$ cat src/include/ams_pkg.sv
// Shared types and constants for the converter mode sequencer.
package ams_pkg;

	////////////////////////////////////////////////////////////////////////
	// Channel and data geometry.
	localparam int NUM_CHAN = 8;
	localparam logic [2:0] FIRST_CHAN = 3'h0;
	localparam logic [2:0] LAST_CHAN = 3'h7;
	localparam logic [9:0] RESULT_RESET = 10'h000;
	localparam logic [7:0] RD_RESET = 8'h00;
	localparam logic [2:0] SYNC_RESET = 3'h7;

	////////////////////////////////////////////////////////////////////////
	// Conversion length per channel, in conversion clock cycles.
	localparam logic [5:0] CYC_8B_PLAIN = 6'h31; // 49 cycles, no sample and hold.
	localparam logic [5:0] CYC_10B_PLAIN = 6'h3b; // 59 cycles, no sample and hold.
	localparam logic [5:0] CYC_8B_SH = 6'h1c; // 28 cycles with sample and hold.
	localparam logic [5:0] CYC_10B_SH = 6'h21; // 33 cycles with sample and hold.

	////////////////////////////////////////////////////////////////////////
	// Operating modes.
	typedef enum logic [2:0] {
		MODE_ONESHOT = 3'h0,
		MODE_REPEAT = 3'h1,
		MODE_SSWEEP = 3'h2,
		MODE_RSWEEP0 = 3'h3,
		MODE_RSWEEP1 = 3'h4
	} ams_mode_e;

	// Sequencer states.
	typedef enum logic [1:0] {
		ST_IDLE = 2'b01,
		ST_CONV = 2'b10
	} ams_state_e;

	// Software configuration bits.
	typedef struct packed {
		ams_mode_e mode;
		logic [2:0] chan_sel;
		logic [1:0] sweep_sel;
		logic res_10bit;
		logic sh_enable;
		logic ext_trig_sel;
	} ams_cfg_s;

	// One result write into the per-channel bank.
	typedef struct packed {
		logic valid;
		logic [2:0] chan;
		logic [9:0] data;
	} ams_wr_s;

endpackage

$ cat src/hw/ams_top.sv
// Mode sequencer for the successive approximation converter.
`timescale 1ns/1ps

// Function
// Writing one to start flag begins conversion
// Writing zero to start flag stops conversion
// One-shot converts selected input once, stops
// Single modes clear flag at end, unless external
// Single modes raise interrupt at conversion end
// One-shot and repeat convert one selected channel
// Repeat converts continuously, never interrupts
// Result lands in converted channel's register
// Results readable anytime during repeating modes
// Single sweep converts each group channel once
// Sweep select picks first 2/4/6/8 channels
// Repeat sweep 0 loops group, no interrupt
// Repeat sweep 1 interleaves emphasis, no interrupt
// Sweep select picks 1/2/3/4 emphasis channels
// Sample and hold bit enables faster conversion
// Sample and hold takes 28 or 33 cycles
// Software fixes sample and hold before starting
// Trigger falling edge starts or restarts conversion
// Plain conversion takes 49 or 59 cycles
// Low byte even, top two bits odd
// Sweeps ascend from channel zero each start
// Stopping mid-conversion leaves result untouched
module ams_top (
	// Clock and reset.
	input wire logic clk_sys,
	input wire logic srst,
	// Software start flag write and configuration.
	input wire logic start_wr,
	input wire logic start_wdata,
	input wire ams_pkg::ams_cfg_s cfg,
	// Trigger pin and analog front end result.
	input wire logic ext_conv_trigger_in,
	input wire logic [9:0] sar_data,
	// Result read port.
	input wire logic [2:0] rd_chan,
	input wire logic rd_odd,
	output logic [7:0] rd_data,
	// Status.
	output logic start_flag,
	output logic conv_busy,
	output logic [2:0] conv_channel,
	output logic conv_irq
);
	import ams_pkg::*;

	ams_state_e state;
	ams_state_e next_state;
	ams_cfg_s cfg_l;
	ams_cfg_s next_cfg;
	ams_cfg_s cfg_src;
	ams_wr_s res_wr;
	logic [2:0] sync;
	logic [2:0] next_sync;
	logic trig_fall;
	logic sw_set;
	logic sw_clr;
	logic in_conv;
	logic launch;
	logic abort_now;
	logic good_done;
	logic final_done;
	logic single_mode;
	logic tmr_start;
	logic tmr_done;
	logic tmr_busy;
	logic [5:0] cyc_need;
	logic [2:0] last_chan;
	logic [2:0] emph_last;
	logic [2:0] other_first;
	logic [2:0] emph_idx;
	logic [2:0] other_idx;
	logic phase_emph;
	logic next_flag;
	logic next_busy;
	logic [2:0] next_chan;
	logic [2:0] next_emph;
	logic [2:0] next_other;
	logic next_phase;
	logic next_irq;

	////////////////////////////////////////////////////////////////////////
	// Trigger pin synchroniser; the edge detector looks only at later stages.
	always_comb begin
		next_sync = {sync[1:0], ext_conv_trigger_in};
	end

	// Registers only; idle level of the pin is high.
	always_ff @(posedge clk_sys) begin
		if (srst) begin
			sync <= SYNC_RESET;
		end else begin
			sync <= next_sync;
		end
	end

	assign trig_fall = sync[2] && !sync[1];

	////////////////////////////////////////////////////////////////////////
	// Start, stop and conversion length decode.
	always_comb begin
		sw_set = start_wr && start_wdata;
		sw_clr = start_wr && !start_wdata;
		in_conv = (state == ST_CONV);
		// With the trigger selected a write of one only arms the converter.
		if (cfg.ext_trig_sel) begin
			launch = start_flag && !sw_clr && trig_fall;
		end else begin
			launch = sw_set && !start_flag;
		end
		abort_now = sw_clr && in_conv;
		good_done = tmr_done && in_conv && !abort_now && !launch;
		// Length follows the config used by the conversion being started.
		cfg_src = launch ? cfg : cfg_l;
		if (cfg_src.sh_enable) begin
			cyc_need = cfg_src.res_10bit ? CYC_10B_SH : CYC_8B_SH;
		end else begin
			cyc_need = cfg_src.res_10bit ? CYC_10B_PLAIN : CYC_8B_PLAIN;
		end
		last_chan = {cfg_l.sweep_sel, 1'b1};
		emph_last = {1'b0, cfg_l.sweep_sel};
		other_first = {1'b0, cfg.sweep_sel} + 3'h1;
	end

	////////////////////////////////////////////////////////////////////////
	// Channel sequencing and end of conversion handling.
	always_comb begin
		next_state = state;
		next_cfg = cfg_l;
		next_chan = conv_channel;
		next_emph = emph_idx;
		next_other = other_idx;
		next_phase = phase_emph;
		final_done = 1'b0;
		single_mode = (cfg_l.mode == MODE_ONESHOT) || (cfg_l.mode == MODE_SSWEEP);
		if (launch) begin
			next_state = ST_CONV;
			next_cfg = cfg;
			next_emph = FIRST_CHAN;
			next_other = other_first;
			next_phase = 1'b1;
			if (cfg.mode == MODE_ONESHOT || cfg.mode == MODE_REPEAT) begin
				next_chan = cfg.chan_sel;
			end else begin
				next_chan = FIRST_CHAN;
			end
		end else if (abort_now) begin
			next_state = ST_IDLE;
		end else if (good_done) begin
			case (cfg_l.mode)
				MODE_REPEAT: begin
					next_chan = cfg_l.chan_sel;
				end
				MODE_SSWEEP: begin
					final_done = (conv_channel == last_chan);
					next_chan = conv_channel + 3'h1;
				end
				MODE_RSWEEP0: begin
					// Wrap to channel zero after the group's last channel.
					if (conv_channel == last_chan) begin
						next_chan = FIRST_CHAN;
					end else begin
						next_chan = conv_channel + 3'h1;
					end
				end
				MODE_RSWEEP1: begin
					// Emphasis and remaining channels alternate slot by slot.
					if (phase_emph) begin
						next_chan = other_idx;
						next_phase = 1'b0;
					end else begin
						next_other = (other_idx == LAST_CHAN) ? emph_last + 3'h1 : other_idx + 3'h1;
						next_emph = (emph_idx == emph_last) ? FIRST_CHAN : emph_idx + 3'h1;
						next_chan = next_emph;
						next_phase = 1'b1;
					end
				end
				default: begin
					final_done = 1'b1;
				end
			endcase
			if (final_done) begin
				next_state = ST_IDLE;
			end
		end
		tmr_start = launch || (good_done && !final_done);
		next_busy = (next_state == ST_CONV);
		// Interrupt only at the end of the single modes.
		next_irq = good_done && final_done && single_mode;
		// Set by software wins over the hardware clear in the same cycle.
		next_flag = start_flag;
		if (good_done && final_done && !cfg_l.ext_trig_sel) begin
			next_flag = 1'b0;
		end
		if (sw_clr) begin
			next_flag = 1'b0;
		end
		if (sw_set) begin
			next_flag = 1'b1;
		end
		// Results are written only for conversions that ran to the end.
		res_wr.valid = good_done;
		res_wr.chan = conv_channel;
		res_wr.data = cfg_l.res_10bit ? sar_data : {2'b00, sar_data[7:0]};
	end

	// Registers only.
	always_ff @(posedge clk_sys) begin
		if (srst) begin
			state <= ST_IDLE;
			cfg_l <= '0;
			conv_channel <= FIRST_CHAN;
			emph_idx <= FIRST_CHAN;
			other_idx <= FIRST_CHAN;
			phase_emph <= 1'b0;
			start_flag <= 1'b0;
			conv_busy <= 1'b0;
			conv_irq <= 1'b0;
		end else begin
			state <= next_state;
			cfg_l <= next_cfg;
			conv_channel <= next_chan;
			emph_idx <= next_emph;
			other_idx <= next_other;
			phase_emph <= next_phase;
			start_flag <= next_flag;
			conv_busy <= next_busy;
			conv_irq <= next_irq;
		end
	end

	////////////////////////////////////////////////////////////////////////
	// Conversion length counter and result bank.
	ams_conv_timer u_timer (
		.clk_sys(clk_sys),
		.srst(srst),
		.start(tmr_start),
		.abort(abort_now),
		.cycles(cyc_need),
		.done(tmr_done),
		.busy(tmr_busy)
	);

	ams_result_bank u_bank (
		.clk_sys(clk_sys),
		.srst(srst),
		.wr(res_wr),
		.rd_chan(rd_chan),
		.rd_odd(rd_odd),
		.rd_data(rd_data)
	);

	////////////////////////////////////////////////////////////////////////
	// Checks. Helper counter measures each conversion from its start.
	logic [5:0] len_cnt;
	logic [5:0] len_need;
	always_ff @(posedge clk_sys) begin
		if (srst) begin
			len_cnt <= 6'h0;
			len_need <= 6'h0;
		end else if (tmr_start) begin
			len_cnt <= 6'h1;
			len_need <= cyc_need;
		end else if (tmr_busy) begin
			len_cnt <= len_cnt + 6'h1;
		end
	end
endmodule

$ cat src/hw/ams_conv_timer.sv
// Per-channel conversion length counter.
`timescale 1ns/1ps
module ams_conv_timer (
	// Clock and reset.
	input wire logic clk_sys,
	input wire logic srst,
	// Control.
	input wire logic start,
	input wire logic abort,
	input wire logic [5:0] cycles,
	// Status.
	output logic done,
	output logic busy
);
	import ams_pkg::*;

	logic [5:0] cnt;
	logic [5:0] next_cnt;
	logic next_busy;

	////////////////////////////////////////////////////////////////////////
	// A start always reloads, so a back-to-back conversion loses no cycle.
	always_comb begin
		next_cnt = cnt;
		next_busy = busy;
		if (start) begin
			next_cnt = cycles - 6'h1;
			next_busy = 1'b1;
		end else if (abort) begin
			next_busy = 1'b0;
		end else if (busy && cnt == 6'h0) begin
			next_busy = 1'b0;
		end else if (busy) begin
			next_cnt = cnt - 6'h1;
		end
	end

	// Registers only.
	always_ff @(posedge clk_sys) begin
		if (srst) begin
			cnt <= 6'h0;
			busy <= 1'b0;
		end else begin
			cnt <= next_cnt;
			busy <= next_busy;
		end
	end

	// Done marks the last cycle of the conversion.
	assign done = busy && (cnt == 6'h0);

endmodule

$ cat src/hw/ams_result_bank.sv
// Per-channel result storage with a byte-wide read port.
`timescale 1ns/1ps
module ams_result_bank (
	// Clock and reset.
	input wire logic clk_sys,
	input wire logic srst,
	// Write side.
	input wire ams_pkg::ams_wr_s wr,
	// Read side.
	input wire logic [2:0] rd_chan,
	input wire logic rd_odd,
	output logic [7:0] rd_data
);
	import ams_pkg::*;

	logic [9:0] mem [NUM_CHAN];
	logic [9:0] next_mem [NUM_CHAN];
	logic [7:0] next_rd;

	////////////////////////////////////////////////////////////////////////
	// Reads never stall on writes, so results can be polled mid-conversion.
	always_comb begin
		next_mem = mem;
		if (wr.valid) begin
			next_mem[wr.chan] = wr.data;
		end
		// Even byte holds the low eight bits, odd byte the top two.
		if (rd_odd) begin
			next_rd = {6'h00, mem[rd_chan][9:8]};
		end else begin
			next_rd = mem[rd_chan][7:0];
		end
	end

	// Registers only.
	always_ff @(posedge clk_sys) begin
		if (srst) begin
			for (int i = 0; i < NUM_CHAN; i++) begin
				mem[i] <= RESULT_RESET;
			end
			rd_data <= RD_RESET;
		end else begin
			mem <= next_mem;
			rd_data <= next_rd;
		end
	end

endmodule

$ cat config.mk
export PLATFORM = sky130hd
export DESIGN_NAME = ams_top
export DESIGN_NICKNAME = d
export VERILOG_FILES = /design/src/include/ams_pkg.sv /design/src/hw/ams_top.sv /design/src/hw/ams_conv_timer.sv /design/src/hw/ams_result_bank.sv
export SDC_FILE = /design/constraint.sdc
export NUM_CORES = 1
export LEC_CHECK = 0
export CELL_PAD_IN_SITES_DETAIL_PLACEMENT = 0
export CELL_PAD_IN_SITES_GLOBAL_PLACEMENT = 1
export CORE_MARGIN = 5
export CORE_UTILIZATION = 40
export DETAILED_ROUTE_END_ITERATION = 10
export DONT_BUFFER_PORTS = 1
export HOLD_SLACK_MARGIN = 0.06
export PLACE_DENSITY_LB_ADDON = 0.1
export SETUP_SLACK_MARGIN = 0.05
export SYNTH_ARGS = -nofsm -noshare
export SYNTH_HDL_FRONTEND = slang
export SYNTH_SLANG_ARGS = --single-unit
$ cat constraint.sdc
create_clock -name clk_sys -period 6.6 [get_ports clk_sys]
set_input_delay 1.32 -clock clk_sys [delete_from_list [all_inputs] [get_ports clk_sys]]
set_output_delay 1.32 -clock clk_sys [all_outputs]
set_load 0.03 [all_outputs]
# Word level (Yosys, flattened, before mapping)
# Cells that the tools add are included.
dict set report classes {
  n_addsub 7
  magnitude_cmp 3
  eq_ne 14
  n_mux 53
  n_bitwise 4
  reduce_logical 44
}
# operator n
set ops {}
lappend ops {{$bwmux W80} 1}
lappend ops {{$mux W3} 14}
lappend ops {{$mux W10} 4}
lappend ops {{$mux W6} 6}
lappend ops {{$bmux W10 S3} 1}
lappend ops {{$demux W10 S3} 1}
lappend ops {{$mux W1} 18}
lappend ops {{$logic_and A1 B1 Y1} 16}
lappend ops {{$pmux W3 S4} 1}
lappend ops {{$sub A6 B1 Y6 const B} 2}
lappend ops {{$mux W2} 5}
lappend ops {{$add A3 B1 Y3 const B} 3}
lappend ops {{$reduce_and A3 Y1} 3}
lappend ops {{$ge A4 B4 Y1 const B} 2}
lappend ops {{$logic_not A1 Y1} 8}
lappend ops {{$not A3 Y4} 2}
lappend ops {{$reduce_and A4 Y1} 2}
lappend ops {{$add A2 B1 Y3 const B} 2}
lappend ops {{$eq A3 B1 Y1 const B} 2}
lappend ops {{$eq A3 B2 Y1 const B} 2}
lappend ops {{$eq A3 B3 Y1 const B} 2}
lappend ops {{$logic_not A3 Y1} 2}
lappend ops {{$logic_not A6 Y1} 1}
lappend ops {{$ne A2 B2 Y1 const B} 3}
lappend ops {{other kinds (14)} 22}
dict set report totals {
  regBits 124
  input_bits 30
  output_inout_bits 14
  elab_cells 152
}

# Depth between registers and ports, before layout
# Gate-level depths: netlist of the first run.
dict set report depth {
  depth_word 19
  ltp_mapped 14
  depth_no_buf 12
}

# Modules after synthesis
# From an unflattened synthesis of the first run, not the netlist that was laid out.
dict set report hier_totals {
  cells_unflattened 691
  hier_area_um2 5818.1
}
# mod n_inst cells_each area_each_um2 seq_area_each_um2
set modules_own_cells {}
lappend modules_own_cells {ams_result_bank 1 434 3691.0 1761.7}
lappend modules_own_cells {ams_top 1 206 1676.6 580.6}
lappend modules_own_cells {ams_conv_timer 1 51 450.4 140.1}

# Worst setup path after synthesis of the first run
# OpenSTA, ideal clock, no wires.
dict set report synth_timing {
  path_kind {in2reg}
  start {input start_wdata}
  end {register u_timer.cnt[4]}
  setup_time_ns 0.133
  arrival_time_ns 3.606
  required_ns 6.467
  slack_ns 2.860
  cell_stages 13
  n_path_buf 2
  path_cell_list {nand2b_1 > buf_2 > a41o_1 > clkbuf_1 > mux2i_1 > ha_1 > inv_1 > mux2i_1 > ha_1 > nand2_1 > or3_1 > o2111ai_1 > o41ai_1}
}
dict set report synth_via {
  elab_chain_cells 16
  word_cells_on_any_way 29
  classes_between {1 x add/sub; 2 x eq/ne; 9 x mux; 17 x reduce/logical}
}
# item line
set synth_rtl {}
lappend synth_rtl {{start: declaration} ams_top.sv:33} ;# input wire logic start_wdata,
lappend synth_rtl {{parallel branches: the longest is 16 deep, another holds $sub A6 B1 Y6} n/a}
lappend synth_rtl {{end signal: assignment} ams_conv_timer.sv:44} ;# cnt <= next_cnt;
lappend synth_rtl {{end: declaration} ams_conv_timer.sv:17} ;# logic [5:0] cnt;
# Parallel ways; which one is timed is not known.
# A chain may end at the register's enable or synchronous reset.

# Worst setup path in the final report of the first run
# Ends and elaborated chain as after synthesis.

==> results by group, run 1 <==
Outcome
  • Status: complete, no violations

Worst setup path
  • CP Data Required Time: 6.88 ns
  • Worst Path Max Fanout: 8
  • CP Data Arrival Time: just under 4 ns
  • R2R Path Start: conv_channel[1]
  • Top Family by Delay on Critical Path: simple AND/OR/NAND/NOR gates
  • Crit path max-delay cell type: a311oi_2
  • CP Launch Type: input port
  • Critical-path cell list: nand2b_1 -> nand4_1 -> a311oi_2 -> nor2_1 -> mux2i_1 -> ha_1 -> nand2_1 -> or3_1 -> o2111ai_1 -> o41ai_1
  • Setup crit end kind: register
  • FF-to-FF End: u_timer.cnt[4]
  • R2R Setup Slk: 3.26 ns
  • WP depth: 10
  • Worst stage delay on the critical path: roughly 0.65 ns
  • R2R depth: 10
  • Crit path kind: in -> reg
  • Worst path bufs/invs: 0

Timing
  • Fmax: about 280 MHz
  • Min cycle time layout: roughly 3.6 ns
  • Fin. Hold Viols: 0
  • TNS Setup: 0 ns
  • WHS: ~0.41 ns
  • Max_slew headroom: between 30% and 40%
  • Final Max Slew Viols: 0
  • Worst-Margin Slew: between 0.9 and 1 ns
  • Clock skew: just under 0.008 ns
  • Final Setup Violations: 0
  • RSZ-0062 raised after global routing: no
  • Fin crit share: a little over half
  • Setup WS post-layout: just over 3 ns

Routing
  • Drt pass-1 iters: 5
  • Drt wl/cell: between 15 and 20 microns
  • Via/cell ratio: 5.46
  • Final wirelength: around 14 mm
  • Vias: between 4,000 and 5,000
  • Residual DRC: 0
  • Number of routed nets with antenna violations: 0
  • 1st-iter DRT viols: roughly 270

Pwr
  • P_leak: 2.78 nW
  • Switch Pwr: 414 uW
  • Sw Ratio: a little under a quarter
  • Seq pwr share: a little over two fifths
  • Logic pwr share: under 10%
  • Peak VDD IR: roughly 0.18 mV
  • Pwr/cell area: ~280 mW/mm^2
  • Tot Pwr: 1.83 mW
  • Clock power share: between 50% and 60%
  • Int Power: around 1.4 mW

Min path
  • Hold Startpoint: sync[0]
  • Hold WC Path Type: reg -> reg
  • Min-Delay Endpoint: sync[1]
  • Hold depth: 1

Floorplanning
  • Die area: roughly 0.017 sq mm
  • Top-Level Pins: 44
  • Row cnt: 43
  • Initial core utilization: between 40% and 50%
  • Die H: ~130 microns
  • Die X: 130 microns
  • Core box area: roughly 0.014 sq mm

Place
  • Routability cong.: 0.769
  • DP Worst Slack: roughly 2.6 ns
  • Inst Count DP: ~720
  • DPL Wire Length: 8.79 mm
  • Port bufs: 0

Yosys
  • Mean post-synth cell area: 10.0 sq um
  • Number of synthesized flops with an enable pin: 0
  • Post-synthesis cell count: roughly 580
  • Syn Std Cell Area: 0.00577 sq mm
  • Post-synth net total: 612
  • Seq/Total Area, Yosys: 43.0%
  • Dominant synthesized flop cell: dfxtp_1
  • Synth async-reset ratio: 0%
  • Netlist cell types: 64
  • Synth warn: 0
  • Synth Register Bits: between 100 and 150

Clock tree
  • Hold buffer count at CTS: 0
  • Root buffer cell: clkbuf_16
  • Setup bufs post-CTS: 0
  • H-tree depth: 4
  • TritonCTS clock tree: yes
  • Clock Latency Late Sink: around 0.4 ns
  • Clock sink count: 124
  • Clk slew on worst S/H paths: 0.05 ns
  • Post-CTS sizing: 0
  • CTS max path bufs: 2
  • Total CTS buffers: 17

Global routing
  • First-pass GRT wire length: 22.3 mm
  • Vias in the first global route: 4,096
  • Global-route usage over all layers: about 17%
  • Pin count of the biggest net entering global routing: 91
  • Initial antenna violation count: 0
  • Grt total ovfl: 0

Layout
  • Diode count: 0
  • Finished Layout Cells: approximately 750
  • Share of post-route cells with drive strength above 1: around 13%
  • Most frequent cells in the layout: 124 x dfxtp_1, 115 x nand2_1, 94 x mux2i_1, 25 x nor2_1, 23 x a21oi_1
  • Net count, final: 595
  • Area grow syn2layout: 11.6%
  • Commonest non-fill, non-tap cell in the layout: dfxtp_1

Run
  • # Max-Cap Violations: 0
==> how the worst max path moves through the flow <==
stage	from	to	slack [ns]
after global placement	start_wdata	u_timer.cnt[4]	2.74
after CTS	start_wdata	u_timer.cnt[4]	3.05
after floorplan	start_wdata	u_timer.cnt[4]	2.86
final	start_wdata	u_timer.cnt[4]	3.02
after global routing	start_wdata	u_timer.cnt[4]	2.78
after detailed placement	start_wdata	u_timer.cnt[4]	2.60
==> state kept, by name, summed over array words and instances, names as in the netlist, 2 cells and up <==
signal and cells:
u_bank.rd_data 8, cfg_l 11, sync 3, emph_idx 3, state 2, u_timer.cnt 6
u_bank.mem 80, conv_channel 3, other_idx 3
==> stage by stage <==
stage	utilization, %	area [sq um]
after floorplan	-	5770
after global placement	41.7	5830
after detailed placement	41.7	5830
after CTS	46.0	6440
after global routing	46.0	6440
final	46.0	6440
==> area by class of cell <==
type | count | area [sq um]
Fill cell | 1327 | 7550
Multi-Input combinational cell | 404 | 3070
Sequential cell | 124 | 2480
Clock buffer | 22 | 474
Tap cell | 180 | 225
Inverter | 9 | 33.8
Timing Repair Buffer | 2 | 15.0
Clock inverter | 10 | 139
==> synth_stat cells (2+ instances only) <==
cell type / n / area [sq um]
nand2b_1: 3 / 18.8
or3_1: 3 / 18.8
nor3_1: 9 / 45.0
or4_1: 2 / 15.0
o211ai_1: 2 / 15.0
buf_1: 3 / 11.3
ha_1: 7 / 87.6
or2_2: 4 / 25.0
nand2_4: 2 / 22.5
o21ai_0: 12 / 60.1
nand2_1: 115 / 432
mux4_2: 22 / 495
nand4_1: 3 / 18.8
buf_2: 8 / 40.0
nor2_1: 25 / 93.8
a211oi_1: 3 / 22.5
mux2i_1: 94 / 941
and4_1: 2 / 17.5
nor3b_1: 2 / 15.0
o31a_1: 2 / 17.5
a21oi_1: 23 / 115
xor2_1: 10 / 87.6
o31ai_1: 3 / 22.5
o2111ai_1: 3 / 26.3
dfxtp_1: 124 / 2480
clkbuf_1: 21 / 78.8
xnor2_1: 2 / 17.5
nand3b_1: 2 / 15.0
buf_4: 4 / 30.0
inv_1: 8 / 30.0
o311ai_0: 2 / 17.5
nor4_1: 3 / 18.8
nor2b_1: 6 / 37.5
buf_6: 2 / 22.5
nand3_1: 7 / 35.0
o21a_1: 2 / 15.0
nor4b_1: 2 / 17.5
and2_1: 2 / 12.5
==> layer usage <==
layer	track usage (%)	wire length [microns]	vias up
met1	23.5	6520	1994
met5	0	0	-
met4	5.13	100	0
met2	26.3	6290	83
met3	5.08	804	9
li1	-	-	2011
==> power groups by stage <==
stage	sequential, mW	combinational (mW)	clock, mW
floorplan	0.783	0.0892	0
detailed placement	0.792	0.0900	0
CTS	0.776	0.0907	0.983
global placement	0.792	0.0887	0
global route	0.778	0.101	1.02
finish	0.776	0.0902	0.963
==> logic make-up after synthesis <==
group                    after synthesis  share of synthesized area [%]
AND/OR/NAND/NOR                      202                           16.9
flip-flops                           124                           43.0
adder cells (fa/ha/maj)                7                           1.52
AO/OA/AOI/OAI                         67                           8.13
multiplexers                         116                           24.9
XOR/XNOR                              12                           1.82
buffers and inverters                 47                           3.75
Note: power is estimated with default switching activity, not from simulation.
==> inputs of run 2 (changes only) <==
ABC_AREA = 1   (was default)
clock period = 3.1 ns   (was 6.6 ns; I/O delays follow)
==> run 2 against run 1 <==
  * Sequential power increased by 110%
  * Synthesized cell count increased by 31%
  * Total power grew 110%
  * Sequential cell count is the same
  * Design area grew 1.8%
  * First-iteration DRC count up 12%
  * Synthesized area rose by 1.6%
  * Final cell count increased by 25%
  * Setup slack got worse by 2.5 ns
  * Worst hold slack worse by 0.13 ns
  * Clock power rose by 100%
  * Critical endpoint is now u_timer.cnt[2]
  * Largest power group unchanged
==> results by group, run 2 <==
Worst setup path
  • R2R Setup Slk: 0.48 ns (was 3.26 ns)
  • FF-to-FF End: u_timer.cnt[2] (was u_timer.cnt[4])
  • R2R Path Start: start_flag (was conv_channel[1])
  • Setup crit end kind: register (unchanged)
  • Worst Path Max Fanout: 17 (was 8)
  • CP Launch Type: register (was input port)
  • CP Data Arrival Time: 2.93 ns (was 3.86 ns)
  • CP Data Required Time: 3.41 ns (was 6.88 ns)
  • R2R depth: 16 (was 10)
  • Crit path kind: reg -> reg (was in -> reg)

Timing
  • Min cycle time layout: 2.62 ns
  • Worst-Margin Slew: 0.741 ns (was 0.937 ns)
  • Fin. Hold Viols: 0 (unchanged)
  • Fin crit share: between 80% and 90%
  • Max_slew headroom: 50.4% (was 37.5%)
  • RSZ-0062 raised after global routing: no (unchanged)
  • Final Setup Violations: 0 (unchanged)
  • Final Max Slew Viols: 0 (unchanged)
  • TNS Setup: 0 ns (unchanged)
  • Fmax: between 300 and 400 MHz
  • Clock skew: 0.00924 ns (was 0.00794 ns)

Pwr
  • Peak VDD IR: 0.392 mV (was 0.175 mV)
  • Pwr/cell area: 590 mW/mm^2 (was 284 mW/mm^2)
  • P_leak: 2.53 nW (was 2.78 nW)
  • Tot Pwr: 3.87 mW (was 1.83 mW)

Layout
  • Share of post-route cells with drive strength above 1: 13.1% (was 12.6%)
  • Commonest non-fill, non-tap cell in the layout: dfxtp_1 (unchanged)
  • Biggest register: u_bank.mem (unchanged)
  • Top flop regs: u_bank.mem x80, cfg_l x11, u_bank.rd_data x8 (unchanged)
  • Largest register FFs: 80 (unchanged)
  • Net count, final: 773 (was 595)
  • FILL cells: 1,464 (was 1,327)
  • Most frequent cells in the layout: 124 x dfxtp_1, 114 x o21ai_0, 96 x inv_1, 61 x nor2_1, 60 x a21oi_1 (was 124 x dfxtp_1, 115 x nand2_1, 94 x mux2i_1, 25 x nor2_1, 23 x a21oi_1)
  • Area grow syn2layout: 11.8% (was 11.6%)

Clock tree
  • Total CTS buffers: 17 (unchanged)
  • Clock sink count: 124 (unchanged)
  • Hold buffer count at CTS: 0 (unchanged)
  • TritonCTS clock tree: yes (unchanged)
  • H-tree depth: 4 (unchanged)
  • Root buffer cell: clkbuf_16 (unchanged)
  • Clk slew on worst S/H paths: 0.05 ns (about the same)
  • CTS max path bufs: 2 (unchanged)
  • Setup bufs post-CTS: 0 (unchanged)
  • Post-CTS sizing: 0 (unchanged)
  • Clock Latency Late Sink: 0.42 ns (was 0.41 ns)

Yosys
  • Post-synth net total: 788 (was 612)
  • Mean post-synth cell area: 7.81 sq um (was 10.0 sq um)
  • Seq/Total Area, Yosys: 42.3% (was 43.0%)
  • Number of synthesized flops with an enable pin: 0 (unchanged)
  • Syn Std Cell Area: 0.00587 sq mm (was 0.00577 sq mm)
  • Dominant synthesized flop cell: dfxtp_1 (unchanged)
  • Ranking of synthesized cells by area: dfxtp_1 42%, o21ai_0 9.7%, inv_1 6.1%, a31oi_1 5.3%, a211oi_2 5.1% (was dfxtp_1 43%, mux2i_1 16%, mux4_2 8.6%, nand2_1 7.5%, a21oi_1 2.0%)
  • Synth warn: 0 (unchanged)
  • Post-synth top cells: 124 x dfxtp_1, 114 x o21ai_0, 96 x inv_1 (was 124 x dfxtp_1, 115 x nand2_1, 94 x mux2i_1)
  • Area share of the largest cell type after synthesis: 42.3% (was 43.0%)
  • Most frequent cell after synthesis: dfxtp_1 (unchanged)
  • Synth Register Bits: 124 (unchanged)
  • Post-synthesis cell count: 751 (was 575)
  • Synth async-reset ratio: 0% (unchanged)
  • Netlist cell types: 43 (was 64)
  • Synth area leader: dfxtp_1 (unchanged)

Outcome
  • Status: complete, no violations (unchanged)

Routing
  • Residual DRC: 0 (unchanged)
  • Met3 WL: 992 microns (was 804 microns)
  • Number of routed nets with antenna violations: 0 (unchanged)
  • M1 WL: 7.16 mm (was 6.52 mm)
  • Drt pass-1 iters: 5 (unchanged)
  • Met2 routed WL: 7.97 mm (was 6.29 mm)
  • Vias: 5,106 (was 4,097)
  • Final wirelength: 16.5 mm (was 13.7 mm)
  • Drt wl/cell: 17.7 microns (was 18.3 microns)
  • Highest Signal Layer: met4 (unchanged)
  • Via/cell ratio: 5.46 (about the same)
  • 1st-iter DRT viols: 306 (was 274)

Global routing
  • Grt total ovfl: 0 (unchanged)
  • Pin count of the biggest net entering global routing: 54 (was 91)
  • First-pass GRT wire length: 26.5 mm (was 22.3 mm)
  • Vias in the first global route: 5,059 (was 4,096)
  • Global-route usage over all layers: 20.1% (was 17.1%)
  • Initial antenna violation count: 2 (was 0)

Place
  • Port bufs: 0 (unchanged)
  • Routability cong.: 0.834 (was 0.769)
  • DPL Wire Length: 11.0 mm (was 8.79 mm)

Floorplanning
  • Row cnt: 44 (was 43)
  • Top-Level Pins: 44 (unchanged)
  • Die X: 131 microns (was 130 microns)
  • Initial core utilization: 40.5% (was 41.3%)
  • Die H: 131 microns (was 130 microns)
  • Die area: 0.0172 sq mm (was 0.0169 sq mm)
  • Core box area: 0.0145 sq mm (was 0.0140 sq mm)

Min path
  • Hold depth: 1 (unchanged)
  • Hold Startpoint: srst (was sync[0])
  • Hold WC Path Type: in -> reg (was reg -> reg)
  • Min-Delay Endpoint: start_flag (was sync[1])

Run
  • # Max-Cap Violations: 0 (unchanged)
==> run 2: worst max path at each step <==
stage | from | end | depth (start not counted)
final | start_flag | u_timer.cnt[2] | 16
after global routing | start_flag | u_timer.cnt[2] | 16
after CTS | start_flag | u_timer.cnt[2] | 16
after detailed placement | start_wdata | u_timer.cnt[2] | 17
after global placement | cfg[0] | u_timer.cnt[2] | 17
after floorplan | cfg[0] | u_timer.cnt[2] | 17
==> run 2: kinds of logic after synthesis <==
logic type	synth area share [%]
DFF	42.3
buffers and inverters	9.98
xor gates and xnor gates	0.597
muxes	0.171
adders and majority gates	1.49
AOI/OAI and AO/OA	29.0
and+or+nand+nor	16.4
==> run 2: report_power, final <==
group	internal (mW)	leakage (nW)	switching [mW]	total [mW]
Clock	1.24	0.281	0.694	1.94
Sequential	1.62	1.00	0.0394	1.66
Combinational	0.0915	1.24	0.179	0.271
Total	2.96	2.53	0.913	3.87
==> run 2: per-stage QoR <==
stage	utilization, %	std cells	instance area (sq um)	hold slack [ns]	setup slack, ns
after floorplan	-	751	5870	0.389	0.493
after global placement	41.3	901	5980	0.401	0.308
after detailed placement	41.3	901	5980	0.422	0.217
after CTS	45.3	933	6550	0.265	0.503
after global routing	45.3	935	6560	0.261	0.199
final	45.3	935	6560	0.273	0.484
==> run 2: per-layer routing <==
metal | global-route usage [%] | up-vias
li1 | - | 2552
met1 | 24.5 | 2382
met2 | 33.4 | 143
met3 | 6.36 | 29
met4 | 7.62 | 0
met5 | 0 | -
==> run 2: cell type report <==
class	instances	area, sq um	area share (%)
Antenna cell	2	5.00	0.0763
Clock buffer	25	485	7.40
Clock inverter	7	87.6	1.34
Inverter	101	382	5.82
Multi-Input combinational cell	482	2800	42.7
Sequential cell	124	2480	37.9
Tap cell	184	230	3.51
Timing Repair Buffer	10	87.6	1.34
==> run 2: worst max-delay path: stages (launching register included) <==
cell and delay (ns):
dfxtp_1 0.33, inv_1 0.07, nand4_1 0.16, nand2_4 0.25, inv_4 0.08, or2_2 0.27, o21ai_0 0.14, inv_1 0.14
ha_1 0.23, inv_1 0.07, nand2_2 0.07, o21ai_0 0.10, inv_1 0.07, ha_1 0.21, xnor2_1 0.13, o21ai_1 0.12
inv_1 0.05
